[config.mk]
export PLATFORM = sky130hd
export DESIGN_NAME = fss_top
export DESIGN_NICKNAME = d
export VERILOG_FILES = /design/src/fss_timer.v /design/src/fss_top.v
export VERILOG_INCLUDE_DIRS = /design/src /design/src/src
export SDC_FILE = /design/constraint.sdc
export NUM_CORES = 1
export LEC_CHECK = 0
export BUFFER_PORTS_ARGS = -buffer_cell sky130_fd_sc_hd__clkbuf_2
export CAP_MARGIN = 20
export CORE_ASPECT_RATIO = 0.9
export CORE_MARGIN = 5
export CORE_UTILIZATION = 50
export CTS_BUF_LIST = sky130_fd_sc_hd__clkbuf_8
export DETAILED_ROUTE_END_ITERATION = 10
export PLACE_DENSITY = 0.77
export SYNTH_ARGS = -nofsm -noshare
export SYNTH_HDL_FRONTEND = slang
export SYNTH_SLANG_ARGS = --single-unit
export TNS_END_PERCENT = 5
[constraint.sdc]
create_clock -name REF_CLK -period 2.1 [get_ports REF_CLK]
set_input_delay 0 -clock REF_CLK [delete_from_list [all_inputs] [get_ports REF_CLK]]
set_output_delay 0 -clock REF_CLK [all_outputs]
set_load 0.005 [all_outputs]
[src/fss_consts.vh]
// Register offsets, field layout, reset values and timing for the fan start sequencer
`ifndef FSS_CONSTS_VH
`define FSS_CONSTS_VH
`define FSS_START_CFG_ADDR 8'h4b
`define FSS_DUTY_VAL_ADDR 8'h4c
`define FSS_START_CFG_RST 6'h3f
`define FSS_FAST_BIT 5
`define FSS_DUTY_HI 4
`define FSS_DUTY_LO 3
`define FSS_TIME_HI 2
`define FSS_TIME_LO 0
`define FSS_DUTY_OFF 2'h0
`define FSS_DUTY_HALF 2'h1
`define FSS_DUTY_HIGH 2'h2
`define FSS_DUTY_FULL 2'h3
`define FSS_PCT_ZERO 7'h00
`define FSS_PCT_50 7'h32
`define FSS_PCT_75 7'h4b
`define FSS_PCT_81 7'h51
`define FSS_PCT_100 7'h64
`define FSS_FREQ_SPLIT 5'h08
`define FSS_CLK_MHZ 100
`define FSS_UNIT_MS 50
`define FSS_UNIT_CYC (`FSS_UNIT_MS * 1000 * `FSS_CLK_MHZ)
`endif

[src/fss_timer.v]
// Spin-up interval timer counting 50 ms units
`timescale 1ns/100ps
module fss_timer #(
  parameter integer UNIT_CYCLES = 5000000
) (
  input wire clk,
  input wire rst_n,
  input wire start,
  input wire abort,
  input wire [2:0] time_code,
  output reg done
);
  reg [22:0] pre_r;
  reg [6:0] units_r;
  reg run_r;
  wire unit_tick;
  wire [6:0] unit_load;

  assign unit_tick = (pre_r == 23'h000000);
  // Code 1 is one unit, each step doubles
  assign unit_load = 7'h01 << (time_code - 3'h1);

  always @(posedge clk or negedge rst_n) begin
    if (!rst_n) begin
      pre_r <= 23'h000000;
      units_r <= 7'h00;
      run_r <= 1'b0;
      done <= 1'b0;
    end else begin
      done <= 1'b0;
      if (start) begin
        run_r <= 1'b1;
        units_r <= unit_load;
        pre_r <= UNIT_CYCLES[22:0] - 23'h000001;
      end else if (abort) begin
        run_r <= 1'b0;
      end else if (run_r) begin
        if (unit_tick) begin
          pre_r <= UNIT_CYCLES[22:0] - 23'h000001;
          if (units_r == 7'h01) begin
            run_r <= 1'b0;
            done <= 1'b1;
          end
          units_r <= units_r - 7'h01;
        end else begin
          pre_r <= pre_r - 23'h000001;
        end
      end
    end
  end
endmodule // fss_timer

[src/fss_top.v]
// Fan spin-up sequencer: start configuration register and spin-up phase control
// Function
// (RL1) Configuration bits 7:6 always read back as zero.
// (RL2) Fast bit clear: spin-up uses programmed duty and time fields.
// (RL3) Fast bit set: drive full duty during spin-up.
// (RL4) Fast mode ends at timeout or tach reaching setpoint minimum, whichever first.
// (RL5) Fast bit set: duty field ignored, full duty used.
// (RL6) Time field zero skips spin-up regardless of fast bit.
// (RL7) Duty field zero skips spin-up unless fast bit set.
// (RL8) Duty codes: 01 50%, 10 75-81% by frequency, 11 100%.
// (RL9) Time codes 001..111 give 0.05 s doubling up to 3.2 s.
// (RL10) Software must enable tachometer mode for speed-terminated fast spin-up.
// (RL11) Reset value: fast enabled, duty code 11, time code 111.
// (RL12) Duty value register reads zero while spin-up runs.
// (RL13) Off-to-on duty command starts spin-up, then normal duty resumes.
`timescale 1ns/100ps
`include "fss_consts.vh"
module fss_top #(
  parameter integer UNIT_CYCLES = `FSS_UNIT_CYC
) (
  input wire REF_CLK,
  input wire RST_N,
  input wire [7:0] REG_ADDR,
  input wire [7:0] REG_WDATA,
  input wire REG_WR,
  input wire REG_RD,
  output reg [7:0] REG_RDATA,
  input wire [5:0] DUTY_CMD,
  input wire [4:0] PWM_FREQ_SEL,
  input wire TACH_MODE_EN,
  input wire TACH_AT_MIN,
  output reg SPIN_ACTIVE,
  output reg [6:0] SPIN_PCT,
  output reg [5:0] DUTY_VALUE
);
  localparam [1:0] ST_IDLE = 2'b01;
  localparam [1:0] ST_SPIN = 2'b10;

  reg [5:0] cfg_r;
  reg [1:0] state_r;
  reg [1:0] state_nxt;
  reg [5:0] cmd_prev_r;
  reg fast_r;
  reg [6:0] pct_nxt;
  wire fast_en;
  wire [1:0] duty_sel;
  wire [2:0] time_sel;
  wire turn_on;
  wire bypass;
  wire start_spin;
  wire time_done;
  wire tach_stop;
  wire end_spin;

  assign fast_en = cfg_r[`FSS_FAST_BIT];
  assign duty_sel = cfg_r[`FSS_DUTY_HI:`FSS_DUTY_LO];
  assign time_sel = cfg_r[`FSS_TIME_HI:`FSS_TIME_LO];
  // (RL13) Off to on detect
  assign turn_on = (cmd_prev_r == 6'h00) && (DUTY_CMD != 6'h00);
  // (RL6) (RL7) Bypass conditions
  assign bypass = (time_sel == 3'h0) || ((duty_sel == `FSS_DUTY_OFF) && !fast_en);
  assign start_spin = state_r[0] && turn_on && !bypass;
  // (RL4) (RL10) Tach stop only in tach mode
  assign tach_stop = fast_r && TACH_MODE_EN && TACH_AT_MIN;
  assign end_spin = state_r[1] && (time_done || tach_stop);

  // (RL9) Interval timer
  fss_timer #(
    .UNIT_CYCLES(UNIT_CYCLES)
  ) u_timer (
    .clk(REF_CLK),
    .rst_n(RST_N),
    .start(start_spin),
    .abort(end_spin),
    .time_code(time_sel),
    .done(time_done)
  );

  always @* begin
    case (state_r)
      ST_IDLE: state_nxt = start_spin ? ST_SPIN : ST_IDLE;
      ST_SPIN: state_nxt = end_spin ? ST_IDLE : ST_SPIN;
      default: state_nxt = ST_IDLE;
    endcase
  end

  always @* begin
    pct_nxt = `FSS_PCT_100;
    // (RL3) (RL5) Fast forces full duty
    if (!fast_en) begin
      // (RL2) (RL8) Programmed duty
      case (duty_sel)
        `FSS_DUTY_HALF: pct_nxt = `FSS_PCT_50;
        `FSS_DUTY_HIGH: pct_nxt = (PWM_FREQ_SEL < `FSS_FREQ_SPLIT) ? `FSS_PCT_81 : `FSS_PCT_75;
        `FSS_DUTY_FULL: pct_nxt = `FSS_PCT_100;
        default: pct_nxt = `FSS_PCT_ZERO;
      endcase
    end
  end

  always @(posedge REF_CLK or negedge RST_N) begin
    if (!RST_N) begin
      // (RL11) Reset configuration
      cfg_r <= `FSS_START_CFG_RST;
      state_r <= ST_IDLE;
      cmd_prev_r <= 6'h00;
      fast_r <= 1'b0;
      REG_RDATA <= 8'h00;
      SPIN_ACTIVE <= 1'b0;
      SPIN_PCT <= `FSS_PCT_ZERO;
      DUTY_VALUE <= 6'h00;
    end else begin
      state_r <= state_nxt;
      cmd_prev_r <= DUTY_CMD;
      if (REG_WR && (REG_ADDR == `FSS_START_CFG_ADDR)) begin
        cfg_r <= REG_WDATA[5:0];
      end
      if (start_spin) begin
        fast_r <= fast_en;
        SPIN_PCT <= pct_nxt;
      end else if (end_spin) begin
        SPIN_PCT <= `FSS_PCT_ZERO;
      end
      SPIN_ACTIVE <= state_nxt[1];
      // Normal duty only outside spin-up
      DUTY_VALUE <= state_nxt[1] ? 6'h00 : DUTY_CMD;
      if (REG_RD) begin
        case (REG_ADDR)
          // (RL1) Upper bits zero
          `FSS_START_CFG_ADDR: REG_RDATA <= {2'h0, cfg_r};
          // (RL12) Zero during spin-up
          `FSS_DUTY_VAL_ADDR: REG_RDATA <= state_r[1] ? 8'h00 : {2'h0, DUTY_CMD};
          default: REG_RDATA <= 8'h00;
        endcase
      end
    end
  end
endmodule // fss_top
==> results.txt, run 1 <==
core region area -> 0.006148 mm²
worst min path class -> in2reg
nature of the critical path endpoint -> flop
clock-pin slew on the worst setup and hold paths -> 0.07 ns
row cnt -> 27
DR WL met2 -> 4132 µm
Arrival @ worst endpoint -> 2.34 ns
drt first-iter violations -> 155
first-pass GRT wire length -> 13770 µm
Final min period -> 2.118 ns
CP Class -> reg2reg
share of cells above drive strength 1 -> 33.72%
Tcrit/Tclk final -> 100.9%
RSZ-0062 raised after global routing -> yes
vias in the first global route -> 2821
initial antenna violation count -> 0
Via Count -> 2872
Ys Warns -> 0
P&R area growth vs syn -> 34.11%
post-route ant nets -> 0
top sig layer -> met4
CTS tree -> done
Finish-stage setup viols -> 3
ys async rst share -> 100.0%
largest net degree at the start of global routing -> 67
leakage power total -> 0.002021 µW
RePlAce Congestion -> 0.8796
design area -> 0.004265 mm²
IO Count -> 55
routed wl met3 -> 521 µm
highest ir drop seen on vdd -> 0.0005361 V
mean number of vias per cell -> 5.588
Initial Util -> 51.73%
crit path launch type -> flop
n_diodes -> 0
Setup WS post-layout -> -0.01796 ns
PortBufs -> 47
final hold vios -> 0
fin util -> 69.37%
Max Cap Viol -> 0
final net count -> 461
DIE WIDTH -> 94.07 µm
DRT met1 WL -> 3642 µm
Post-Layout Cell Count -> 514
register area share after synthesis -> 52.20%
die area -> 0.008059 mm²
Placed Cells -> 477
Cells after Synth -> 317
Slew HR -> 45.07%
Worst-Margin Slew -> 0.8240 ns
clock root buffer -> clkbuf_8
number of buffers created by CTS -> 9
most frequent cells in the layout -> 59 x dfrtp_1, 47 x clkbuf_2, 39 x buf_4
average size of a mapped cell -> 10.03 µm²
placed cell area -> 0.003762 mm²
GRT overflow -> 0
CTS Sinks -> 66
critical path peak fanout -> 7
Clock Skew -> 0.009167 ns
failing checks -> negative setup slack
FF+latch count, synth -> 66
Post-Route WL -> 8439 µm
WP data required -> 2.32 ns
status -> finished with violations
Worst-Skew Late Latency -> 0.34 ns
PD cells -> 985.9 mW/mm²
drt pass-1 iters -> 5
Post-DP HPWL -> 5727 µm
CTS H-Tree Depth -> 3
FMAX -> 472.2 MHz
predominant post-synthesis flop cell -> dfrtp_1
unique cell type count in the Yosys netlist -> 50
commonest non-fill, non-tap cell in the layout -> dfrtp_1
gr usage total -> 21.68%
Vert. Die Dim -> 85.67 µm
drt drc -> 0
Post-synth EDFFs -> 0
CTS max path bufs -> 2
Slew Limit Fails -> 0
WL per Instance -> 16.42 µm
Mapped Area -> 0.003181 mm²
post-place setup slack -> -0.1120 ns
cells in the mapped netlist, types with 8 or more instances:
library cell  instances  area share [%]
a21oi_1              23             3.6
a31oi_1               8             1.6
dfrtp_1              59              46
inv_1                10             1.2
nand2_1              30             3.5
nand3_1              12             1.9
nor2_1               23             2.7
nor3_1                9             1.4
nor4_1               16             3.1
o21ai_0              10             1.6
xnor2_1              11             3.0
worst max-delay path, stage by stage (launching register included):
cell     delay [ns]
dfstp_2        0.54
or4b_4         0.48
nor4_4         0.33
buf_4          0.17
a41oi_1        0.11
nor2_1         0.12
buf_4          0.17
nor2b_1        0.07
registers in the layout (all words and copies together), names as in the netlist:
register / count
DUTY_VALUE: 6
fast_r: 1
SPIN_PCT: 7
u_timer.pre_r: 23
REG_RDATA: 6
u_timer.done: 1
state_r: 1
SPIN_ACTIVE: 1
u_timer.units_r: 7
cmd_prev_r: 6
u_timer.run_r: 1
cfg_r: 6
logic make-up after synthesis:
family | after synthesis | share of synthesized area (%)
XOR/XNOR | 18 | 4.957
buffers and inverters | 22 | 2.950
adder cells (fa/ha/maj) | 6 | 2.360
flip-flops | 66 | 52.20
AO/OA/AOI/OAI | 68 | 13.26
AND/OR/NAND/NOR | 130 | 22.03
other | 1 | 0.1179
multiplexers | 6 | 2.124
through the flow:
stage / total power, µW / hold WS (ns) / TNS, ns
final: 4205 / 0.03794 / -0.03869
after global routing: 4442 / 0.05979 / -0.8681
after CTS: 4071 / 0.02509 / -0.1248
after detailed placement: 3005 / 0.1624 / -0.6149
after global placement: 2947 / 0.1600 / 0
after floorplan: 2314 / -0.2956 / 0
path summary, 6_finish.rpt:
check | startpoint | cells after the start | slack, ns | to
worst max-delay path | state_r[0] | 7 | -0.02 | DUTY_VALUE[5]
worst min-delay path | PWM_FREQ_SEL[3] | 3 | 0.04 | SPIN_PCT[3]
worst max register to register | state_r[0] | 7 | -0.02 | DUTY_VALUE[5]
worst min register to register | SPIN_PCT[4] | 2 | 0.51 | SPIN_PCT[4]
max in group asynchronous | RST_N | 3 | 1.18 | cmd_prev_r[1]
min in group asynchronous | RST_N | 3 | 0.39 | u_timer.pre_r[2]
layer usage:
| metal | global-route usage, % | up-vias |
|---|---|---|
| li1 | - | 1364 |
| met1 | 29.94 | 1383 |
| met2 | 33.98 | 107 |
| met3 | 5.000 | 18 |
| met4 | 6.824 | 0 |
| met5 | 0 | - |
final cells by class:
type / count / area (µm²)
timing repair buffer: 105 / 730.7
clock inverter: 4 / 20.02
multi-input combinational: 230 / 1543
inverter: 10 / 37.54
tap: 87 / 108.9
clock buffer: 12 / 165.2
sequential: 66 / 1660
fill: 452 / 1883
power by group:
part	internal [µW]	switching (µW)	total [µW]
Combinational	778	898	1680
Sequential	1410	136	1550
Clock	515	467	982
repair_timing:
item | CTS | global route
endpoints found under the setup margin | 18 | 46
pin swaps | 1 | 10
gates cloned | 0 | 0
resized for setup | 7 | 21
buffers inserted | 0 | 5
hold buffers | 16 | 0
hold endpoints to repair | 84 | 0
(Power assumes the default switching activity.)
==> run 2: changes to the inputs <==
--- a/config.mk
+++ b/config.mk
@@ -8,12 +8,14 @@
 export LEC_CHECK = 0
 export BUFFER_PORTS_ARGS = -buffer_cell sky130_fd_sc_hd__clkbuf_2
 export CAP_MARGIN = 20
+export CELL_PAD_IN_SITES_DETAIL_PLACEMENT = 2
+export CELL_PAD_IN_SITES_GLOBAL_PLACEMENT = 2
 export CORE_ASPECT_RATIO = 0.9
 export CORE_MARGIN = 5
-export CORE_UTILIZATION = 50
+export CORE_UTILIZATION = 33
 export CTS_BUF_LIST = sky130_fd_sc_hd__clkbuf_8
 export DETAILED_ROUTE_END_ITERATION = 10
-export PLACE_DENSITY = 0.77
+export PLACE_DENSITY = 0.8
 export SYNTH_ARGS = -nofsm -noshare
 export SYNTH_HDL_FRONTEND = slang
 export SYNTH_SLANG_ARGS = --single-unit
==> run 2 against run 1 <==
  * Die area rose by 45%
  * The flow still finishes with violations (negative setup slack)
  * Highest routed layer unchanged
  * Clock skew rose by 0.0010 ns
  * Critical endpoint is now u_timer.units_r[6]
  * Total power rose by 14%
  * Via count rose by 7.8%
  * Design area rose by 5.9%
  * Critical path depth did not move
  * Setup slack got worse by 0.069 ns
  * First-iteration DRC count fell by 18%
  * Sequential share of layout area fell by 2.1 points
  * Register-to-register slack got worse by 0.07 ns
  * Count of clock-buffer cells in the layout fell by 3
  * Clock power rose by 10%
==> results.txt, run 2 (synthesis results as in run 1) <==
cells along the critical path -> or4b_4, nor4_4, buf_4, nand3_4, buf_12, a31oi_1, a21oi_1
first-pass GRT wire length -> 19270 µm
FF+latch area -> 0.001663 mm²
Max Cap Viol -> 0
Worst path depth -> 7
WL per Instance -> 23.79 µm
Via Count -> 3095
max reg flops -> 23
RePlAce Congestion -> 0.8770
RSZ-0062 raised after global routing -> yes
Arrival @ worst endpoint -> 2.43 ns
Biggest register -> u_timer.pre_r
hold depth -> 3
CP Class -> reg2reg
row cnt -> 34
FMAX -> 457.2 MHz
Final min period -> 2.187 ns
setup TNS -> -1.019 ns
commonest non-fill, non-tap cell in the layout -> dfrtp_1
drt drc -> 0
PortBufs -> 47
nature of the critical path endpoint -> flop
Post-Route WL -> 13390 µm
area of the multi-input gates -> 0.001617 mm²
P&R area growth vs syn -> 42.01%
Clock Skew -> 0.01020 ns
most frequent cells in the layout -> 57 x dfrtp_1, 46 x clkbuf_2, 44 x buf_4
Finish-stage setup viols -> 32
Initial Util -> 33.38%
clock-pin slew on the worst setup and hold paths -> 0.08 ns
crit path launch type -> flop
initial antenna violation count -> 0
GRT overflow -> 0
CTS tree -> done
Fillers -> 1023
Slew Limit Fails -> 0
final hold vios -> 0
vias in the first global route -> 3539
Setup WS post-layout -> -0.08733 ns
CTS Sinks -> 66
Power Total -> 4779 µW
CTS max path bufs -> 2
drt first-iter violations -> 127
Worst-Skew Late Latency -> 0.37 ns
PD cells -> 1058 mW/mm²
core region area -> 0.009529 mm²
DIE WIDTH -> 113.5 µm
drt pass-1 iters -> 5
IO Count -> 55
highest-delay cell along the critical path -> dfstp_2
highest ir drop seen on vdd -> 0.0004946 V
mean number of vias per cell -> 5.497
status -> finished with violations
WP data required -> 2.35 ns
n_diodes -> 0
post-route ant nets -> 0
final net count -> 471
Vert. Die Dim -> 103.1 µm
largest net degree at the start of global routing -> 31
gr usage total -> 21.62%
Post-DP HPWL -> 8195 µm
Slew HR -> 61.72%
number of buffers created by CTS -> 9
CTS H-Tree Depth -> 3
biggest regs -> u_timer.pre_r x23, SPIN_PCT x7, u_timer.units_r x7
clock root buffer -> clkbuf_8
post-place setup slack -> -0.1501 ns
leakage power total -> 0.002099 µW
failing checks -> negative setup slack
worst min path class -> in2reg
Tcrit/Tclk final -> 104.2%
critical path's largest stage delay -> 0.54 ns
Crit path max-delay family -> simple AND/OR/NAND/NOR gates
R2R cell count -> 7
die area -> 0.01170 mm²
CP bufs+invs -> 2
Worst-Margin Slew -> 0.5715 ns
critical path peak fanout -> 14
share of cells above drive strength 1 -> 38.22%
## run 2: cell types whose count changed in the layout (fill, tap and decap cells not counted), moves of 2 or more
cell / change
a31oi_1: -4
a31oi_2: +4
buf_12: +2
buf_4: +5
buf_6: +2
clkbuf_8: -3
dfrtp_1: -2
dfrtp_2: +2
nand2_1: -2
nand2_2: +2
nor3_1: -2
nor3_2: +2
nor4_1: -2
## run 2: area by class of cell
type / instances / share of cell area [%]
Inverter: 10 / 0.8310
Clock buffer: 9 / 2.742
Clock inverter: 7 / 1.385
Multi-Input combinational cell: 230 / 35.79
Timing Repair Buffer: 115 / 18.95
Sequential cell: 66 / 36.81
Tap cell: 126 / 3.490
## run 2: path summary, 6_finish.rpt
kind | from | endpoint | slack, ns
worst min register to register | SPIN_PCT[5] | SPIN_PCT[5] | 0.55
max in group asynchronous | RST_N | state_r[0] | 1.30
min in group asynchronous | RST_N | u_timer.pre_r[10] | 0.09
worst min-delay path | PWM_FREQ_SEL[3] | SPIN_PCT[3] | 0.06
worst max register to register | state_r[0] | u_timer.units_r[6] | -0.09
worst max-delay path | state_r[0] | u_timer.units_r[6] | -0.09
## run 2: per-layer routing
metal | part of all wire [%] | vias up | global-route usage (%)
met2 | 55 | 77 | 40.83
met3 | 3.2 | 24 | 4.695
met1 | 39 | 1603 | 23.80
met5 | 0 | - | 0
met4 | 2.7 | 0 | 8.318
li1 | - | 1391 | -
## run 2: worst min-delay path, cell delays in order
cell	delay, ns
clkbuf_2	0.09
nor2_1	0.07
o31ai_1	0.23
## run 2: stage by stage
stage / instances / hold WS [ns] / area, µm² / utilization, %
after floorplan: 318 / -0.2956 / 3184 / -
final: 563 / 0.06019 / 4517 / 47.40
after global placement: 524 / -0.04070 / 3884 / 40.76
after detailed placement: 524 / -0.04568 / 3884 / 40.76
after CTS: 556 / 0.01656 / 4300 / 45.13
after global routing: 563 / 0.06404 / 4517 / 47.40
## run 2: timing repair
item | CTS | global route
hold endpoints to repair | 69 | 0
endpoints found under the setup margin | 41 | 47
buffers inserted | 0 | 6
pin swaps | 3 | 6
gates resized for setup | 16 | 32
hold buffers | 16 | 0
cloned | 0 | 1
## run 2: power breakdown
group	internal, µW	switching, µW	leakage (µW)
Clock	535	548	0.0000976
Combinational	981	1150	0.00115
Sequential	1410	157	0.000847
==> run 3: changes to the inputs <==
==> constraint.sdc (replaced) <==
create_clock -name REF_CLK -period 2 [get_ports REF_CLK]
set_input_delay 0 -clock REF_CLK [delete_from_list [all_inputs] [get_ports REF_CLK]]
set_output_delay 0 -clock REF_CLK [all_outputs]
set_load 0.005 [all_outputs]
==> run 3 against run 2 <==
  * The flow still finishes with violations (negative setup slack)
  * Cell count increased by 2.8%
  * Flip-flop and latch count unchanged
  * Non-clock buffer count increased by 16
  * Maximum frequency decreased by 2.3%
  * Clock power increased by 24%
  * First-iteration DRC count increased by 31%
  * Sequential share of layout area decreased by 2.5 points
  * Sequential power increased by 4%
  * Utilization increased by 3.3 points
  * Critical path depth decreased by 1
  * Die area unchanged
  * Critical endpoint is now u_timer.pre_r[21]
  * Largest cell class is now multi-input combinational cells
  * Largest power group unchanged
==> results.txt, run 3 (synthesis results as in run 1) <==
min-delay src -> PWM_FREQ_SEL[3]
RSZ-0062 raised after global routing -> yes
row cnt -> 34
post-route ant nets -> 0
core region area -> 0.009529 mm²
GRT overflow -> 0
nature of the critical path endpoint -> flop
Tcrit/Tclk final -> 112.0%
cells along the critical path -> nor3_4, buf_4, and2_1, or4b_2, a21oi_1, o22ai_1
FF-to-FF setup slack -> -0.24 ns
number of buffers created by CTS -> 9
highest-delay cell along the critical path -> or4b_2
clock root buffer -> clkbuf_8
CTS H-Tree Depth -> 3
drt first-iter violations -> 167
fin util -> 50.71%
Via Count -> 3206
RePlAce Congestion -> 0.7788
FMAX -> 446.6 MHz
mean number of vias per cell -> 5.537
biggest regs -> u_timer.pre_r x23, SPIN_PCT x7, u_timer.units_r x7
Slew HR -> 58.98%
IO Count -> 55
CP Class -> reg2reg
critical path peak fanout -> 5
final net count -> 487
largest net degree at the start of global routing -> 44
reg-to-reg endpoint -> u_timer.pre_r[21]
critical path's largest stage delay -> 0.61 ns
drt pass-1 iters -> 4
P&R area growth vs syn -> 51.93%
Setup WS post-layout -> -0.2393 ns
Max Cap Viol -> 0
die area -> 0.01170 mm²
final hold vios -> 0
Arrival @ worst endpoint -> 2.45 ns
Worst-Margin Slew -> 0.6153 ns
Initial Util -> 33.38%
Post-DP HPWL -> 8177 µm
Slew Limit Fails -> 0
Clock Skew -> 0.009105 ns
hold slack -> 0.05464 ns
n_diodes -> 0
Hold Crit Endpoint -> SPIN_PCT[3]
Post-Route WL -> 14100 µm
initial antenna violation count -> 0
most frequent cells in the layout -> 60 x buf_4, 59 x dfrtp_1, 46 x clkbuf_2
CTS tree -> done
Biggest register -> u_timer.pre_r
R2R cell count -> 6
CTS Sinks -> 66
Vert. Die Dim -> 103.1 µm
clock-pin slew on the worst setup and hold paths -> 0.08 ns
vias in the first global route -> 3711
WL per Instance -> 24.36 µm
Worst-Skew Late Latency -> 0.35 ns
leakage power total -> 0.002222 µW
drt drc -> 0
max reg flops -> 23
Finish-stage setup viols -> 24
first-pass GRT wire length -> 20580 µm
gr usage total -> 23.02%
commonest non-fill, non-tap cell in the layout -> buf_4
failing checks -> negative setup slack
crit path launch type -> flop
CTS max path bufs -> 2
Worst R2R Start -> u_timer.pre_r[2]
status -> finished with violations
highest ir drop seen on vdd -> 0.0005815 V
hold depth -> 3
share of cells above drive strength 1 -> 44.59%
Final min period -> 2.239 ns
PortBufs -> 47
worst min path class -> in2reg
WP data required -> 2.21 ns
PD cells -> 1142 mW/mm²
DIE WIDTH -> 113.5 µm
## run 3: changes by cell type in the layout (fill, tap and decap cells not counted), sizes merged
cell      delta
inv          -1
clkinvlp     -2
buf         +17
bufinv       +1
clkbuf       +1
## run 3: power breakdown
| group | switching, µW | leakage (µW) | total [µW] | internal, µW |
|---|---|---|---|---|
| clock network | 577 | 0.000121 | 1340 | 767 |
| registers | 157 | 0.000850 | 1640 | 1480 |
| logic | 1420 | 0.00125 | 2540 | 1120 |
| total | 2150 | 0.00222 | 5520 | 3370 |
## run 3: timing repair
| item | in CTS | in global routing |
|---|---|---|
| gates resized for setup | 40 | 42 |
| endpoints found under the setup margin | 48 | 47 |
| pin swaps | 7 | 14 |
| hold buffers | 16 | 0 |
| hold endpoints to repair | 49 | 0 |
| setup buffers | 2 | 8 |
## run 3: final cells by class
type,count,area (µm²)
sequential,66,1660
tap,126,157.7
inverter,10,37.54
clock inverter,5,77.57
timing repair buffer,131,953.4
multi-input combinational,230,1794
fill,960,4697
clock buffer,11,151.4
## run 3: worst max-delay path by stage
stage,start,end,cells past startpoint
global placement,state_r[0],u_timer.pre_r[13],6
floorplan,state_r[0],u_timer.units_r[2],6
CTS,u_timer.pre_r[8],u_timer.pre_r[20],6
finish,u_timer.pre_r[2],u_timer.pre_r[21],6
detailed placement,state_r[0],SPIN_PCT[1],5
global route,u_timer.pre_r[2],u_timer.pre_r[21],6
## run 3: layer usage
layer | vias up | GRT usage, % | routed length (µm)
met5 | - | 0 | 0
met2 | 103 | 44.50 | 7690
li1 | 1413 | - | -
met3 | 26 | 4.695 | 681
met1 | 1664 | 25.16 | 5263
met4 | 0 | 7.763 | 467
## run 3: stage by stage
step / power (µW) / std cells / setup TNS, ns / setup WS, ns / cell area [µm²]
after floorplan: 2435 / 318 / -0.1477 / -0.02047 / 3194
after global placement: 3325 / 537 / -2.684 / -0.1274 / 3979
after detailed placement: 3394 / 537 / -10.28 / -0.3749 / 3979
after CTS: 5021 / 571 / -1.892 / -0.1087 / 4567
after global routing: 5768 / 579 / -4.588 / -0.2896 / 4832
final: 5518 / 579 / -1.602 / -0.2393 / 4832
## run 3: critical path: cells and delay by family (launching register included)
| kind | cells | cell delay [ns] |
|---|---|---|
| AND/OR/NAND/NOR | 3 | 1.02 |
| flip-flops | 1 | 0.50 |
| AO/OA/AOI/OAI | 2 | 0.41 |
| buffers and inverters | 1 | 0.17 |
